===== config.mk =====
export PLATFORM = sky130hd
export DESIGN_NAME = serial_port
export DESIGN_NICKNAME = d
export VERILOG_FILES = /design/src/core/serial_port_pkg.sv /design/src/core/serial_port.sv
export VERILOG_INCLUDE_DIRS = /design/src /design/src/core
export SDC_FILE = /design/constraint.sdc
export NUM_CORES = 1
export LEC_CHECK = 0
export BUFFER_PORTS_ARGS = -buffer_cell sky130_fd_sc_hd__buf_2
export CORE_MARGIN = 3
export CORE_UTILIZATION = 62
export CTS_CLUSTER_DIAMETER = 40
export DETAILED_ROUTE_END_ITERATION = 8
export GPL_TIMING_DRIVEN = 0
export PLACE_DENSITY = 0.81
export SLEW_MARGIN = 20
export SYNTH_ARGS = -nofsm -noshare
export SYNTH_HDL_FRONTEND = slang
export SYNTH_SLANG_ARGS = --single-unit

===== constraint.sdc =====
create_clock -name core_clk -period 5.5 [get_ports core_clk]
set_clock_uncertainty 0.2 [all_clocks]
set_input_delay 1.1 -clock core_clk [delete_from_list [all_inputs] [get_ports core_clk]]
set_output_delay 1.1 -clock core_clk [all_outputs]
set_load 0.05 [all_outputs]

===== src/core/serial_port_map.svh =====
`ifndef SERIAL_PORT_MAP_SVH
`define SERIAL_PORT_MAP_SVH
// Register word addresses
`define CTRL_ADDR 2'h0
`define CFG_ADDR  2'h1
`define DATA_ADDR 2'h2
// Control register fields
`define DONE_BIT  7
`define WRITE_COLLISION_FLAG_BIT  6
`define MODE_FAULT_FLAG_BIT  5
`define OVR_BIT   4
`define SELHI_BIT 3
`define SELLO_BIT 2
`define TXE_BIT   1
`define EN_BIT    0
`define CTRL_RST  8'h04
// Configuration register fields
`define BUSY_BIT   7
`define MASTER_ENABLE_BIT_BIT  6
`define SLVSEL_BIT 3
`define SELIN_BIT  2
`define SRMT_BIT   1
`define RXBMT_BIT  0
// Select modes
`define SEL_3WIRE 2'h0
`define SEL_MULTI 2'h1
`define SEL_RST   2'h1
// Byte framing and master clock
`define LAST_BIT  3'h7
`define HALF_DIV  4
`endif


===== src/core/serial_port_pkg.sv =====
`default_nettype none
package serial_port_pkg;
  // Gray along idle, low, high, last
  typedef enum logic [1:0] {
    M_IDLE = 2'b00,
    M_LOW  = 2'b01,
    M_HIGH = 2'b11,
    M_LAST = 2'b10
  } master_state_t;
endpackage
`default_nettype wire


===== src/core/serial_port.sv =====
// The implementer's own choices: strobed register access and the placing of the registers.
`include "serial_port_map.svh"
`default_nettype none
module serial_port
  import serial_port_pkg::*;
#(
  parameter int HALF_DIV = `HALF_DIV
) (
  input  wire logic       core_clk,
  input  wire logic       nrst,
  input  wire logic [1:0] addr,
  input  wire logic [7:0] wdata,
  input  wire logic       wr,
  input  wire logic       rd,
  output logic      [7:0] rdata,
  input  wire logic       sckIn,
  output logic            sckOut,
  output logic            sckOe,
  input  wire logic       mosiIn,
  output logic            mosiOut,
  output logic            mosiOe,
  input  wire logic       misoIn,
  output logic            misoOut,
  output logic            misoOe,
  input  wire logic       selNIn,
  output logic            selNOut,
  output logic            selNOe,
  output logic            selRouted
);

  logic [2:0]    sckS_reg;
  logic [1:0]    mosiS_reg;
  logic [1:0]    misoS_reg;
  logic [2:0]    selS_reg;
  logic          enable_reg;
  logic          master_reg;
  logic [1:0]    mode_reg;
  logic          done_reg;
  logic          write_collision_flag_reg;
  logic          mode_fault_flag_reg;
  logic          ovr_reg;
  logic [7:0]    txBuf_reg;
  logic          txFull_reg;
  logic [7:0]    shift_reg;
  logic          shEmpty_reg;
  logic [7:0]    rxBuf_reg;
  logic          rxEmpty_reg;
  logic [2:0]    bitCnt_reg;
  logic          sample_reg;
  master_state_t mState_reg;
  logic [7:0]    halfCnt_reg;
  logic          sck_reg;
  logic [7:0]    rdata_reg;
  logic          sckOe_reg;
  logic          misoOe_reg;
  logic          selNOe_reg;
  logic          routed_reg;

  // A bit-select needs a named constant, not a literal
  localparam logic [7:0] CTRL_RESET = `CTRL_RST;

  function automatic logic edgeOf(input logic prev, input logic cur, input logic rising);
    edgeOf = rising ? (~prev & cur) : (prev & ~cur);
  endfunction

  logic selLow;
  logic selFall;
  logic sckRise;
  logic masterOn;
  logic slaveOn;
  logic modeFault;
  logic wrData;
  logic wrCtrl;
  logic wrCfg;
  logic rdData;
  logic wcolEv;
  logic halfEnd;
  logic masterStart;
  logic slaveLoad;
  logic slaveDone;
  logic masterDone;

  // Only the second and third sync stages feed logic
  assign selLow   = ~selS_reg[1];
  assign selFall  = edgeOf(selS_reg[2], selS_reg[1], 1'b0);
  assign sckRise  = edgeOf(sckS_reg[2], sckS_reg[1], 1'b1);
  assign masterOn = enable_reg & master_reg;
  assign slaveOn  = enable_reg & ~master_reg
                  & ((mode_reg == `SEL_3WIRE)
                  | ((mode_reg == `SEL_MULTI) & selLow));
  assign modeFault = masterOn & (mode_reg == `SEL_MULTI) & selFall;
  assign wrData  = wr & (addr == `DATA_ADDR);
  assign wrCtrl  = wr & (addr == `CTRL_ADDR);
  assign wrCfg   = wr & (addr == `CFG_ADDR);
  assign rdData  = rd & (addr == `DATA_ADDR);
  assign wcolEv  = wrData & txFull_reg;
  assign halfEnd = (halfCnt_reg == 8'(HALF_DIV - 1));
  assign masterStart = masterOn & ~modeFault & (mState_reg == M_IDLE)
                     & txFull_reg & shEmpty_reg;
  // Slave only reloads between bytes, never starts a transfer
  assign slaveLoad = enable_reg & ~master_reg & shEmpty_reg
                   & txFull_reg & (bitCnt_reg == 3'h0);
  assign slaveDone  = slaveOn & sckRise & (bitCnt_reg == `LAST_BIT);
  assign masterDone = (mState_reg == M_LAST);

  always_ff @(posedge core_clk or negedge nrst) begin
    if (!nrst) begin
      sckS_reg  <= 3'h0;
      mosiS_reg <= 2'h0;
      misoS_reg <= 2'h0;
      selS_reg  <= 3'h7;
    end else begin
      sckS_reg  <= {sckS_reg[1:0], sckIn};
      mosiS_reg <= {mosiS_reg[0], mosiIn};
      misoS_reg <= {misoS_reg[0], misoIn};
      selS_reg  <= {selS_reg[1:0], selNIn};
    end
  end

  // Control bits; fault wins over a software enable
  always_ff @(posedge core_clk or negedge nrst) begin
    if (!nrst) begin
      enable_reg <= CTRL_RESET[`EN_BIT];
      mode_reg   <= `SEL_RST;
      master_reg <= 1'b0;
    end else begin
      if (wrCtrl) begin
        enable_reg <= wdata[`EN_BIT];
        mode_reg   <= wdata[`SELHI_BIT:`SELLO_BIT];
      end
      if (wrCfg) begin
        master_reg <= wdata[`MASTER_ENABLE_BIT_BIT];
      end
      if (modeFault) begin
        enable_reg <= 1'b0;
        master_reg <= 1'b0;
      end
    end
  end

  // Sticky flags: software writes 0 to clear, a set in the same cycle wins
  always_ff @(posedge core_clk or negedge nrst) begin
    if (!nrst) begin
      done_reg <= 1'b0;
      write_collision_flag_reg <= 1'b0;
      mode_fault_flag_reg <= 1'b0;
      ovr_reg  <= 1'b0;
    end else begin
      done_reg <= (masterDone | slaveDone)
                | (done_reg & ~(wrCtrl & ~wdata[`DONE_BIT]));
      write_collision_flag_reg <= wcolEv | (write_collision_flag_reg & ~(wrCtrl & ~wdata[`WRITE_COLLISION_FLAG_BIT]));
      mode_fault_flag_reg <= modeFault | (mode_fault_flag_reg & ~(wrCtrl & ~wdata[`MODE_FAULT_FLAG_BIT]));
      ovr_reg  <= (slaveDone & ~rxEmpty_reg)
                | (ovr_reg & ~(wrCtrl & ~wdata[`OVR_BIT]));
    end
  end

  // Transmit buffer; a full buffer refuses the write
  always_ff @(posedge core_clk or negedge nrst) begin
    if (!nrst) begin
      txBuf_reg  <= 8'h00;
      txFull_reg <= 1'b0;
    end else begin
      if (masterStart | slaveLoad) begin
        txFull_reg <= 1'b0;
      end else if (wrData & ~txFull_reg) begin
        txBuf_reg  <= wdata;
        txFull_reg <= 1'b1;
      end
    end
  end

  // Bit counter; disabling the port is the only reset in 3-wire slave mode
  always_ff @(posedge core_clk or negedge nrst) begin
    if (!nrst) begin
      bitCnt_reg <= 3'h0;
    end else if (!enable_reg) begin
      bitCnt_reg <= 3'h0;
    end else if (!master_reg && mode_reg == `SEL_MULTI && selFall) begin
      bitCnt_reg <= 3'h0;
    end else if (masterStart) begin
      bitCnt_reg <= 3'h0;
    end else if (mState_reg == M_HIGH && halfEnd) begin
      bitCnt_reg <= bitCnt_reg + 3'h1;
    end else if (slaveOn && sckRise) begin
      bitCnt_reg <= bitCnt_reg + 3'h1;
    end
  end

  // Master sequencer, one SCK cycle is two half periods
  always_ff @(posedge core_clk or negedge nrst) begin
    if (!nrst) begin
      mState_reg  <= M_IDLE;
      halfCnt_reg <= 8'h00;
      sck_reg     <= 1'b0;
      sample_reg  <= 1'b0;
    end else if (!masterOn || modeFault) begin
      mState_reg  <= M_IDLE;
      halfCnt_reg <= 8'h00;
      sck_reg     <= 1'b0;
    end else begin
      halfCnt_reg <= halfEnd ? 8'h00 : halfCnt_reg + 8'h01;
      case (mState_reg)
        M_IDLE: begin
          halfCnt_reg <= 8'h00;
          if (masterStart) begin
            mState_reg <= M_LOW;
          end
        end
        M_LOW: begin
          if (halfEnd) begin
            mState_reg <= M_HIGH;
            sck_reg    <= 1'b1;
            sample_reg <= misoS_reg[1];
          end
        end
        M_HIGH: begin
          if (halfEnd) begin
            sck_reg    <= 1'b0;
            mState_reg <= (bitCnt_reg == `LAST_BIT) ? M_LAST : M_LOW;
          end
        end
        M_LAST: begin
          mState_reg <= M_IDLE;
        end
        default: begin
          mState_reg <= M_IDLE;
        end
      endcase
    end
  end

  // Shift register, MSB first in both roles
  always_ff @(posedge core_clk or negedge nrst) begin
    if (!nrst) begin
      shift_reg   <= 8'h00;
      shEmpty_reg <= 1'b1;
    end else if (masterStart || slaveLoad) begin
      shift_reg   <= txBuf_reg;
      shEmpty_reg <= 1'b0;
    end else if (mState_reg == M_HIGH && halfEnd) begin
      shift_reg   <= {shift_reg[6:0], sample_reg};
    end else if (masterDone) begin
      shEmpty_reg <= 1'b1;
    end else if (slaveOn && sckRise) begin
      shift_reg   <= {shift_reg[6:0], mosiS_reg[1]};
      shEmpty_reg <= slaveDone;
    end
  end

  // Receive buffer; a slave overrun drops the new byte
  always_ff @(posedge core_clk or negedge nrst) begin
    if (!nrst) begin
      rxBuf_reg   <= 8'h00;
      rxEmpty_reg <= 1'b1;
    end else if (masterDone) begin
      rxBuf_reg   <= shift_reg;
      rxEmpty_reg <= 1'b0;
    end else if (slaveDone && rxEmpty_reg) begin
      rxBuf_reg   <= {shift_reg[6:0], mosiS_reg[1]};
      rxEmpty_reg <= 1'b0;
    end else if (rdData) begin
      rxEmpty_reg <= 1'b1;
    end
  end

  // Read data stands only in the cycle after the strobe
  always_ff @(posedge core_clk or negedge nrst) begin
    if (!nrst) begin
      rdata_reg <= 8'h00;
    end else if (!rd) begin
      rdata_reg <= 8'h00;
    end else begin
      case (addr)
        `CTRL_ADDR: rdata_reg <= {done_reg, write_collision_flag_reg, mode_fault_flag_reg, ovr_reg,
                                  mode_reg, ~txFull_reg, enable_reg};
        `CFG_ADDR:  rdata_reg <= {(mState_reg != M_IDLE) | (bitCnt_reg != 3'h0),
                                  master_reg, 2'b00, selLow, selS_reg[1],
                                  master_reg | shEmpty_reg,
                                  master_reg | rxEmpty_reg};
        `DATA_ADDR: rdata_reg <= rxBuf_reg;
        default:    rdata_reg <= 8'h00;
      endcase
    end
  end

  // Pin enables registered so every output comes from a flop
  always_ff @(posedge core_clk or negedge nrst) begin
    if (!nrst) begin
      sckOe_reg  <= 1'b0;
      misoOe_reg <= 1'b0;
      selNOe_reg <= 1'b0;
      routed_reg <= 1'b0;
    end else begin
      sckOe_reg  <= masterOn;
      misoOe_reg <= slaveOn;
      selNOe_reg <= mode_reg[1];
      routed_reg <= (mode_reg != `SEL_3WIRE);
    end
  end

  assign rdata     = rdata_reg;
  assign sckOut    = sck_reg;
  assign sckOe     = sckOe_reg;
  assign mosiOut   = shift_reg[7];
  assign mosiOe    = sckOe_reg;
  assign misoOut   = shift_reg[7];
  assign misoOe    = misoOe_reg;
  assign selNOut   = mode_reg[0];
  assign selNOe    = selNOe_reg;
  assign selRouted = routed_reg;
endmodule
`default_nettype wire


=== Yosys cells after proc, flatten, opt, wreduce, memory -nomap -nowiden ===
Index checks and enable logic that the tools add are counted.
Widths: inputs -> output; s select.

* Word-level logic and storage cells: 170
* Bits in registers: 72

* Reductions and logical operators: 30
* Eq/ne operators: 14
* Bitwise gates (word level): 58
* Mux-type cells: 39
* Add/sub/neg operators: 2

{| class="wikitable"
|+ Operators with widths
! operator !! count
|-
| $mux 8 || 10
|-
| $and 1x1->1 || 32
|-
| $pmux 8 s3 || 1
|-
| $mux 1 || 16
|-
| $not 1->1 || 16
|-
| $mux 3 || 5
|-
| $reduce_bool 3->1 || 5
|-
| $reduce_bool 2->1 || 6
|-
| $mux 2 || 5
|-
| $or 1x1->1 || 10
|-
| $reduce_and 3->1 || 3
|-
| $add 8x1->8 const B || 1
|-
| $eq 8x2->1 const B || 1
|-
| $pmux 2 s4 || 1
|-
| $eq 2x1->1 const B || 3
|-
| $eq 2x2->1 const B || 3
|-
| $logic_not 2->1 || 3
|-
| $ne 3x2->1 const B || 2
|-
| $reduce_and 2->1 || 3
|-
| $logic_and 1x1->1 || 5
|-
| $ne 5x1->1 const B || 1
|-
| $add 3x1->3 const B || 1
|-
| $eq 3x3->1 const B || 1
|-
| $logic_not 3->1 || 1
|-
| 6 further kinds || 8
|}

=== Longest topological paths before layout ===
Gate-level depths: netlist (run 1).

* Word-level depth: 11
* Mapped depth: 7

=== Worst setup path after synthesis (run 1) ===
No wires, ideal clock.

* Path type: input port to flip-flop
* From: in addr[1]
* To: reg txBuf_reg[0]
* Library setup time: 0.125 ns
* Slack: 2.949 ns
* Data required time: 5.175 ns
* Cell stages on the path: 4
* Path buffers: 1
* Data arrival time: 2.226 ns
* Path through: clkbuf_1 > inv_1 > nor3_2 > mux2_2

* Word-level cells in the longest chain between the ends: 4

{| class="wikitable"
|+ Ends and longest elaborated chain
! item !! line !! RTL
|-
| start: declaration || serial_port.sv:11 || <nowiki>input wire logic [1:0] addr,</nowiki>
|-
| $eq 2x2->1 || -- ||
|-
| $and 1x1->1 || serial_port.sv:92 || <nowiki>assign wrData = wr & (addr == `DATA_ADDR);</nowiki>
|-
| $and 1x1->1 || serial_port.sv:166 || <nowiki>end else if (wrData & ~txFull_reg) begin</nowiki>
|-
| $reduce_and 2->1 (no source line) || -- ||
|-
| end signal: assignment || serial_port.sv:167 || <nowiki>txBuf_reg <= wdata;</nowiki>
|-
| end: declaration || serial_port.sv:42 || <nowiki>logic [7:0] txBuf_reg;</nowiki>
|}

No other way between the ends.
A chain may end at the register's enable or synchronous reset.

=== Worst setup path after layout (run 1) ===
* From: reg halfCnt_reg[0]
* To: reg shift_reg[0]

* Word-level cells in the longest chain between the ends: 4
* Elaborated cells on any way between the ends: 7
* Those cells by class: 2 x eq/ne; 2 x mux; 3 x reduce/logical

{| class="wikitable"
|+ Ends and longest elaborated chain
! item !! line !! RTL
|-
| start: declaration || serial_port.sv:51 || <nowiki>logic [7:0] halfCnt_reg;</nowiki>
|-
| start signal: assignment || serial_port.sv:202 || <nowiki>halfCnt_reg <= halfEnd ? 8'h00 : halfCnt_reg + 8'h01;</nowiki>
|-
| $eq 8x2->1 (*) || serial_port.sv:97 || <nowiki>assign halfEnd = (halfCnt_reg == 8'(HALF_DIV - 1));</nowiki>
|-
| $logic_and 1x1->1 (*) || serial_port.sv:241 || <nowiki>end else if (mState_reg == M_HIGH && halfEnd) begin</nowiki>
|-
| $ne 3x1->1 (no source line), or another cell as far along || -- ||
|-
| $reduce_and 2->1 (no source line) / $mux 8 (equally long branches) || -- ||
|-
| end signal: assignment || serial_port.sv:239 || <nowiki>shift_reg <= txBuf_reg;</nowiki>
|-
| end signal: assignment || serial_port.sv:242 || <nowiki>shift_reg <= {shift_reg[6:0], sample_reg};</nowiki>
|-
| end signal: assignment || serial_port.sv:246 || <nowiki>shift_reg <= {shift_reg[6:0], mosiS_reg[1]};</nowiki>
|-
| end: declaration || serial_port.sv:44 || <nowiki>logic [7:0] shift_reg;</nowiki>
|}

Every way passes the cells marked *; elsewhere a longest branch is shown, timed or not.

==> metrics.md, run 1 <==
| Metric | Value |
|---|---|
| Status | `complete, no violations` |
| Worst R2R Path Depth | `6` |
| F_max | `359 MHz` |
| Maximum vdd ir drop | `0.000282 V` |
| Port buffer count | `33` |
| Hold_buf cts | `0` |
| RR Startpoint | `halfCnt_reg[0]$_DFF_PN0_` |
| Multi-input logic area | `1310 um2` |
| Crit share post-route | `50.6%` |
| Commonest cells in the netlist | `dfrtp_1, nor2_1, nand2_1, mux2i_1, o21ai_0` |
| DRT Pass-1 Iters | `6` |
| Setup TNS | `0 ns` |
| Fill count | `338` |
| Worst relative slew slack | `47.1%` |
| Worst hold path class | `reg2reg` |
| Drt first-iter violations | `238` |
| CTS buffer count | `9` |
| Final Critical Period | `2.78 ns` |
| Antenna diodes | `0` |
| Die H | `77.9 um` |
| Gpl congestion | `0.834` |
| Top_reg_cell synth | `dfrtp_1` |
| Wire per inst | `15.4 um` |
| Worst-margin pin slew | `0.786 ns` |
| Vias per cell | `5.59` |
| Max cap viols | `0` |
| Setup bufs post-CTS | `0` |
| Routed Antenna Nets | `0` |
| Endpoints failing setup | `0` |
| Final Hold Viols | `0` |
| CTS tree | `done` |
| Post-Synthesis Cells | `284` |
| Initial core utilization | `66.1%` |
| CP endpoint kind | `flip-flop` |
| Unrepaired setup endpoints after global routing | `no` |
| Share of flip-flops with an asynchronous set or reset | `100%` |
| Die Wd | `77.9 um` |
| Largest area contributor in the netlist | `dfrtp_1` |
| Synth top area cells | `dfrtp_1, mux2i_1, mux2_1` |
| Synth Warn # | `0` |
| Initial antenna violation count | `0` |
| Critical-path maximum fanout | `8` |
| Pin count of the biggest net entering global routing | `42` |
| Total global-route track usage | `23.0%` |
| CP arrival | `2.80 ns` |
| Most frequent cell after synthesis | `dfrtp_1` |
| Reg clk slew, reported paths | `0.08 ns` |
| Syn_nets | `306` |
| Leakage | `1.79 nW` |
| Sequential share of the synthesized area | `56.4%` |
| Die area | `6070 um2` |
| Via count | `2240` |
| Row Count | `25` |
| Clk_lat worst skew | `0.34 ns` |
| Final HPWL DP | `4510 um` |
| Layout cell share with drive strength beyond 1 | `23.7%` |
| Clock root buffer | `clkbuf_8` |
| Core area | `4850 um2` |
| P per Cell Area | `403 nW/um2` |
| CTS max path bufs | `2` |
| H-tree Lvls | `3` |
| First-pass GRT wire length | `10700 um` |
| Drt drc | `0` |
| CTS Sinks | `72` |
| Critical Path Sink | `shift_reg[0]$_DFFE_PN0P_` |
| Kind of start point of the critical path | `flip-flop` |
| Congestion Overflow GR | `0` |
| Pwr Total | `0.00149 W` |
| WS Path Type | `reg2reg` |
| Synth Cell Area | `3210 um2` |
| Critical Path Start | `halfCnt_reg[0]$_DFF_PN0_` |
| Reg-to-reg setup timing slack | `2.72 ns` |
| Vias in the first global route | `2267` |
| R2R Path End | `shift_reg[0]$_DFFE_PN0P_` |
| Area Overhead vs Synth | `15.3%` |
| Max Slew Vio Count | `0` |
| # IOs | `35` |
| # nets final | `351` |
| Library cells used by synthesis | `42` |
| Post-synth EDFFs | `0` |
| Share of the synthesized area in the top cell type | `51.5%` |
| Synthesized area per cell | `11.3 um2` |
| Required @ worst endpoint | `5.52 ns` |
| Sequential cell area | `1810 um2` |
| Post-CTS sizing | `0` |
| Total wire length | `6170 um` |
| Seq cells post-synth | `72` |
## cell usage in the layout, fill, tap and decap left out, types with 5 or more instances in the layout
master	count
a21oi_1	8
and3_1	5
buf_2	33
clkbuf_1	5
clkbuf_8	10
dfrtp_1	66
dfstp_2	6
inv_1	10
mux2_1	16
mux2_2	9
mux2i_1	18
nand2_1	26
nand3_1	10
nor2_1	30
o21ai_0	18
o21ai_1	5
## cells by family (layout without fill, tap and decap cells)
kind of cell	Yosys count	in the layout	share of synthesized area, %
muxes	43	43	14.4
buffers and inverters	20	70	2.85
AOI/OAI and AO/OA	39	39	7.14
and+or+nand+nor	99	99	15.7
adders and majority gates	4	4	1.56
DFF	72	72	56.4
xor gates and xnor gates	7	7	1.91
## worst max-delay path, cell delays in order (launching register included)
cell      delay (ns)
dfrtp_1         0.39
ha_1            0.24
nor4bb_1        0.56
nand2_1         0.24
a21oi_4         0.39
mux2_1          0.35
mux2_1          0.29
## where the power goes
group / internal, W / leakage, nW / total (W) / switching (W)
Clock: 0.000265 / 0.112 / 0.000457 / 0.000191
Sequential: 0.000625 / 0.914 / 0.000693 / 0.0000676
Combinational: 0.000141 / 0.765 / 0.000342 / 0.000200
## final cells by class
cell class                 count  share of cell area (%)
timing repair buffer          34                    5.07
sequential                    72                    48.9
multi-input combinational    192                    35.3
inverter                      10                    1.01
buffer                        10                    1.45
tap                           67                    2.27
clock inverter                 6                    2.23
clock buffer                  10                    3.72
## how the worst min path moves through the flow
stage                      startpoint                endpoint  slack [ns]  cells past startpoint
4_1_cts        misoS_reg[0]$_DFF_PN0_  misoS_reg[1]$_DFF_PN0_        0.15                      0
5_1_grt        misoS_reg[0]$_DFF_PN0_  misoS_reg[1]$_DFF_PN0_        0.16                      0
6_report       misoS_reg[0]$_DFF_PN0_  misoS_reg[1]$_DFF_PN0_        0.15                      0
3_3_place_gp   misoS_reg[0]$_DFF_PN0_  misoS_reg[1]$_DFF_PN0_        0.13                      0
3_5_place_dp   misoS_reg[0]$_DFF_PN0_  misoS_reg[1]$_DFF_PN0_        0.14                      0
2_1_floorplan  misoS_reg[0]$_DFF_PN0_  misoS_reg[1]$_DFF_PN0_        0.13                      0
## routing by layer
metal | track usage [%] | wire [um] | part of all wire, %
met5 | 0 | 0 | 0
met4 | 13.1 | 140 | 2.3
met3 | 4.41 | 398 | 6.5
met2 | 35.0 | 2850 | 46
met1 | 31.0 | 2780 | 45
## stage by stage
stage | instances | utilization, % | area [um2] | setup WS, ns | hold WS [ns]
2_1_floorplan | 284 | - | 3210 | 2.95 | 0.131
3_3_place_gp | 384 | 71.3 | 3460 | 2.68 | 0.133
3_5_place_dp | 385 | 71.7 | 3480 | 2.65 | 0.137
4_1_cts | 401 | 76.3 | 3700 | 2.74 | 0.153
5_1_grt | 401 | 76.3 | 3700 | 2.53 | 0.159
6_report | 401 | 76.3 | 3700 | 2.72 | 0.150
(Power assumes the default switching activity.)
==> inputs of run 2 (changes only) <==
- CORE_UTILIZATION: 62 -> 52
- PLACE_DENSITY: 0.81 -> 0.72
- clock period: 5.5 -> 2.5 ns (I/O delays scaled with it)
==> metrics.md, run 2 (same netlist as run 1, synthesis figures left out) <==
| Metric | Value |
|---|---|
| Status | `complete, no violations` |
| Clk_lat worst skew | `0.35 ns (about the same)` |
| R2R Path End | `shift_reg[4]$_DFFE_PN0P_` |
| WS Path Type | `reg2reg` |
| Die Wd | `84.5 um (+8.5%)` |
| Worst relative slew slack | `51.1% (+4.0 points)` |
| Endpoints failing setup | `0 (unchanged)` |
| Final HPWL DP | `4320 um (-4.1%)` |
| Hold Crit Depth | `1 (+1)` |
| Pin count of the biggest net entering global routing | `46 (+9.5%)` |
| Required @ worst endpoint | `2.53 ns (-2.99 ns)` |
| Worst R2R Path Depth | `7 (+1)` |
| CTS buffer count | `9 (unchanged)` |
| Hold Slack | `0.0481 ns (-0.102 ns)` |
| H-tree Lvls | `3 (unchanged)` |
| Unrepaired setup endpoints after global routing | `no` |
| Multi-input logic area | `1340 um2 (+2.8%)` |
| Reg clk slew, reported paths | `0.07 ns (about the same)` |
| Layout cell share with drive strength beyond 1 | `24.7% (+1.0 points)` |
| Worst-margin pin slew | `0.729 ns (-0.0573 ns)` |
| CTS Sinks | `72 (unchanged)` |
| Port buffer count | `33 (unchanged)` |
| Critical-path maximum fanout | `9 (+1)` |
| DRT Pass-1 Iters | `4 (-2)` |
| RR Startpoint | `master_reg$_DFFE_PN0P_` |
| Critical Path Start | `master_reg$_DFFE_PN0P_` |
| Drt drc | `0 (unchanged)` |
| # nets final | `353 (+0.57%)` |
| Max Slew Vio Count | `0 (unchanged)` |
| CTS max path bufs | `2 (unchanged)` |
| Post-DP Area | `3490 um2 (+0.40%)` |
| Reg-to-reg setup timing slack | `0.07 ns (-2.65 ns)` |
| Design area | `3760 um2 (+1.8%)` |
| Sequential cell area | `1810 um2 (unchanged)` |
| P per Cell Area | `852 nW/um2 (+110%)` |
| Critical Path Sink | `shift_reg[4]$_DFFE_PN0P_` |
| Fill count | `468 (+38%)` |
| Worst hold path class | `in2reg` |
| Maximum vdd ir drop | `0.000486 V (+72%)` |
| Core Util, Final | `65.6% (-11 points)` |
| Gpl congestion | `0.911 (+9.2%)` |
| Initial antenna violation count | `0 (unchanged)` |
| Final Hold Viols | `0 (unchanged)` |
| CP endpoint kind | `flip-flop` |
| Leakage | `1.80 nW (+0.73%)` |
| Core area | `5740 um2 (+18%)` |
| Total wire length | `6110 um (-0.97%)` |
| Routed Antenna Nets | `0 (unchanged)` |
| Drt first-iter violations | `123 (-48%)` |
| Area Overhead vs Synth | `17.4%` |
| Initial core utilization | `55.8% (-10 points)` |
| Kind of start point of the critical path | `flip-flop` |
| Antenna diodes | `0 (unchanged)` |
| Row Count | `27 (+8.0%)` |
| Most frequent cells in the layout | `dfrtp_1, buf_2, nor2_1` |
| Total global-route track usage | `19.0% (-4.0 points)` |
| Clock root buffer | `clkbuf_8` |
| Max cap viols | `0 (unchanged)` |
| Vias per cell | `5.38 (-3.7%)` |
| # IOs | `35 (unchanged)` |
| Via count | `2194 (-2.1%)` |
| CP arrival | `2.46 ns (-0.34 ns)` |
| Congestion Overflow GR | `0 (unchanged)` |
| Commonest non-fill, non-tap cell in the layout | `dfrtp_1` |
| CTS tree | `done` |
| F_max | `411 MHz (+15%)` |
| First-pass GRT wire length | `10500 um (-1.9%)` |
| Die H | `84.5 um (+8.5%)` |
| Vias in the first global route | `2101 (-7.3%)` |
| Die area | `7150 um2 (+18%)` |
| Final Critical Period | `2.43 ns (-0.354 ns)` |
| Crit share post-route | `97.2% (+47 points)` |
| Wire per inst | `15.0 um (-2.7%)` |
[run 2: layout make-up]
class                      instances  area share [%]
buffer                            10            1.43
clock buffer                      11            4.02
clock inverter                     5            1.46
inverter                          10           0.997
multi-input combinational        192            35.7
sequential                        72            48.1
tap                               72            2.39
timing repair buffer              36            5.98
[run 2: routing by layer]
metal / track usage [%] / share of wire (%)
met1: 27.9 / 49
met2: 26.8 / 44
met3: 4.02 / 5.2
met4: 9.21 / 2.1
met5: 0 / 0
[run 2: how the worst min path moves through the flow]
stage | from | endpoint | slack, ns
after floorplan | nrst | bitCnt_reg[0]$_DFFE_PN0P_ | 0.004
after global placement | misoS_reg[0]$_DFF_PN0_ | misoS_reg[1]$_DFF_PN0_ | 0.13
after detailed placement | mosiS_reg[0]$_DFF_PN0_ | mosiS_reg[1]$_DFF_PN0_ | 0.13
after CTS | selNIn | selS_reg[0]$_DFF_PN1_ | 0.04
after global routing | selNIn | selS_reg[0]$_DFF_PN1_ | 0.03
final | selNIn | selS_reg[0]$_DFF_PN1_ | 0.05
[run 2: critical path, cell delays in order (launching register included)]
cell and delay [ns]:
dfrtp_1 0.37, buf_6 0.13, nand2b_4 0.16, or4_4 0.51, a21oi_4 0.18, buf_12 0.14
mux2_1 0.33, mux2_1 0.29
[run 2: metrics by stage]
step / cells / total power, W / TNS (ns) / setup WS [ns]
after CTS: 408 / 0.00324 / 0 / 0.0208
final: 408 / 0.00321 / 0 / 0.0692
after global routing: 408 / 0.00340 / 0 / 0.0134
after detailed placement: 390 / 0.00230 / -2.10 / -0.278
after floorplan: 284 / 0.00208 / 0 / 0.131
after global placement: 389 / 0.00227 / -1.50 / -0.189
[run 2: what timing repair did]
item / CTS / global route
resized for setup: 3 / 2
hold buffers: 1 / 0
pin swaps: 1 / 1
setup endpoints to repair: 8 / 9
hold endpoints to repair: 25 / 0
setup buffers: 1 / 0
[run 2: power breakdown]
group	switching [W]	internal, W	total (W)
Combinational	0.000436	0.000316	0.000752
Sequential	0.000145	0.00138	0.00152
Clock	0.000425	0.000511	0.000936
Total	0.00101	0.00220	0.00321
==> inputs of run 3 (changes only) <==
- PLACE_DENSITY: 0.72 -> unset
- PLACE_DENSITY_LB_ADDON: unset -> 0.2
- clock period: 2.5 -> 2.1 ns (I/O delays scaled with it)
==> metrics.md, run 3 (same netlist as run 1, synthesis figures left out) <==
| Metric | Value |
|---|---|
| Wire per inst | `15.7 um (+5.1%)` |
| F_max | `442 MHz (+7.5%)` |
| Setup TNS | `-1.21 ns (-1.21 ns)` |
| Reg clk slew, reported paths | `0.08 ns (about the same)` |
| Routed Antenna Nets | `0 (unchanged)` |
| Clk_lat worst skew | `0.34 ns (about the same)` |
| Required @ worst endpoint | `2.13 ns (-0.40 ns)` |
| DRT Pass-1 Iters | `4 (unchanged)` |
| Maximum vdd ir drop | `0.000697 V (+43%)` |
| Failing checks | `setup timing` |
| Top delay family on crit path | `simple AND/OR/NAND/NOR gates` |
| Die area | `7150 um2 (unchanged)` |
| Worst hold path class | `in2reg` |
| Drt first-iter violations | `176 (+43%)` |
| # IOs | `35 (unchanged)` |
| First-pass GRT wire length | `11500 um (+9.4%)` |
| Leakage | `1.95 nW (+8.2%)` |
| Final Hold Viols | `0 (unchanged)` |
| Most frequent cells in the layout | `dfrtp_1, buf_2, nor2_1` |
| CTS Sinks | `72 (unchanged)` |
| Die H | `84.5 um (unchanged)` |
| P per Cell Area | `1030 nW/um2 (+21%)` |
| Core Util, Final | `70.3% (+4.8 points)` |
| Setup ws final | `-0.162 ns (-0.231 ns)` |
| Buf/Inv on CP | `1 (-1)` |
| CTS tree | `done` |
| Endpoints failing setup | `8 (+8)` |
| Crit share post-route | `108% (+10 points)` |
| Via count | `2280 (+3.9%)` |
| Layout cell share with drive strength beyond 1 | `35.5% (+11 points)` |
| Port buffer count | `33 (unchanged)` |
| Vias in the first global route | `2328 (+11%)` |
| Status | `finished, violations left` |
| Antenna diodes | `0 (unchanged)` |
| Worst relative slew slack | `48.6% (-2.5 points)` |
| CP most frequent cell | `mux2_4` |
| Total global-route track usage | `20.5% (+1.6 points)` |
| Initial antenna violation count | `0 (unchanged)` |
| Final HPWL DP | `4390 um (+1.6%)` |
| Die Wd | `84.5 um (unchanged)` |
| # nets final | `370 (+4.8%)` |
| Vias per cell | `5.38 (about the same)` |
| Total wire length | `6670 um (+9.2%)` |
| Unrepaired setup endpoints after global routing | `yes` |
| Clock root buffer | `clkbuf_8` |
| CP arrival | `2.30 ns (-0.16 ns)` |
| Critical-path maximum fanout | `8 (-1)` |
| Max Slew Vio Count | `0 (unchanged)` |
| Commonest non-fill, non-tap cell in the layout | `dfrtp_1` |
| Gpl congestion | `0.916 (+0.57%)` |
| Worst-margin pin slew | `0.766 ns (+0.0370 ns)` |
| Core area | `5740 um2 (unchanged)` |
| Slowest stage delay, CP | `0.53 ns (+0.02 ns)` |
| Pin count of the biggest net entering global routing | `46 (unchanged)` |
| CTS buffer count | `9 (unchanged)` |
| Crit-path cells | `and2_4, or4_4, a21oi_4, buf_12, mux2_4, mux2_4` |
| H-tree Lvls | `3 (unchanged)` |
| CP endpoint kind | `flip-flop` |
| Drt drc | `0 (unchanged)` |
| Congestion Overflow GR | `0 (unchanged)` |
| CTS max path bufs | `2 (unchanged)` |
| Max cap viols | `0 (unchanged)` |
| Final Critical Period | `2.26 ns (-0.169 ns)` |
| Area Overhead vs Synth | `26.0%` |
| Worst path slowest cell | `or4_4` |
| Kind of start point of the critical path | `flip-flop` |
| WS Path Type | `reg2reg` |
| Initial core utilization | `55.8% (unchanged)` |
| Row Count | `27 (unchanged)` |
==> run 3: worst paths after layout <==
path,start,endpoint,slack [ns],cells past startpoint
setup reg to reg,selS_reg[1]$_DFF_PN1_,shift_reg[6]$_DFFE_PN0P_,-0.16,6
min in group asynchronous,nrst,halfCnt_reg[4]$_DFF_PN0_,0.33,2
hold / removal,wdata[2],mode_reg[0]$_DFFE_PN1P_,0.08,3
hold reg to reg,misoS_reg[0]$_DFF_PN0_,misoS_reg[1]$_DFF_PN0_,0.15,0
max in group asynchronous,nrst,rxEmpty_reg$_DFFE_PN1P_,0.76,3
setup / recovery,selS_reg[1]$_DFF_PN1_,shift_reg[6]$_DFFE_PN0P_,-0.16,6
==> run 3: layout make-up <==
type	instances	area, um2
flip-flops and latches	72	1810
fillers	424	1700
multi-input cells	192	1470
repair buffers	55	370
clock buffers	10	138
well taps	72	90.1
clock inverters	5	81.3
plain buffers	8	40.0
inverters	10	37.5
==> run 3: stage by stage <==
step,area (um2),total power (W),std cells,worst slack (ns),hold WS [ns]
6_report,4040,0.00418,424,-0.162,0.0793
3_5_place_dp,3480,0.00273,390,-0.596,0.136
5_1_grt,4040,0.00440,424,-0.218,0.0979
2_1_floorplan,3210,0.00248,284,-0.269,-0.0756
4_1_cts,3950,0.00416,420,-0.167,0.0673
3_3_place_gp,3460,0.00270,389,-0.580,0.132
==> run 3: metal layers <==
| metal | vias up | track usage [%] | share of wire (%) |
|---|---|---|---|
| met5 | - | 0 | 0 |
| met4 | 0 | 7.05 | 1.6 |
| met3 | 10 | 4.91 | 5.2 |
| met2 | 55 | 30.1 | 46 |
| met1 | 1118 | 30.0 | 47 |
| li1 | 1097 | - | - |
==> run 3: power by group <==
part | internal [W] | switching, W | total (W) | leakage, nW
registers | 0.00164 | 0.000186 | 0.00183 | 0.911
logic | 0.000570 | 0.000589 | 0.00116 | 0.933
clock network | 0.000694 | 0.000499 | 0.00119 | 0.108
total | 0.00290 | 0.00127 | 0.00418 | 1.95
==> run 3: tightest hold or removal path: stages <==
cell and delay, ns:
buf_2 0.11, nand2_1 0.05, nand2_1 0.04
==> run 3: timing repair <==
item | CTS | global route
endpoints found under the hold margin | 29 | 0
gates resized for setup | 24 | 16
hold buffers | 5 | 0
endpoints found under the setup margin | 29 | 27
pin swaps | 4 | 4
setup buffers | 10 | 6
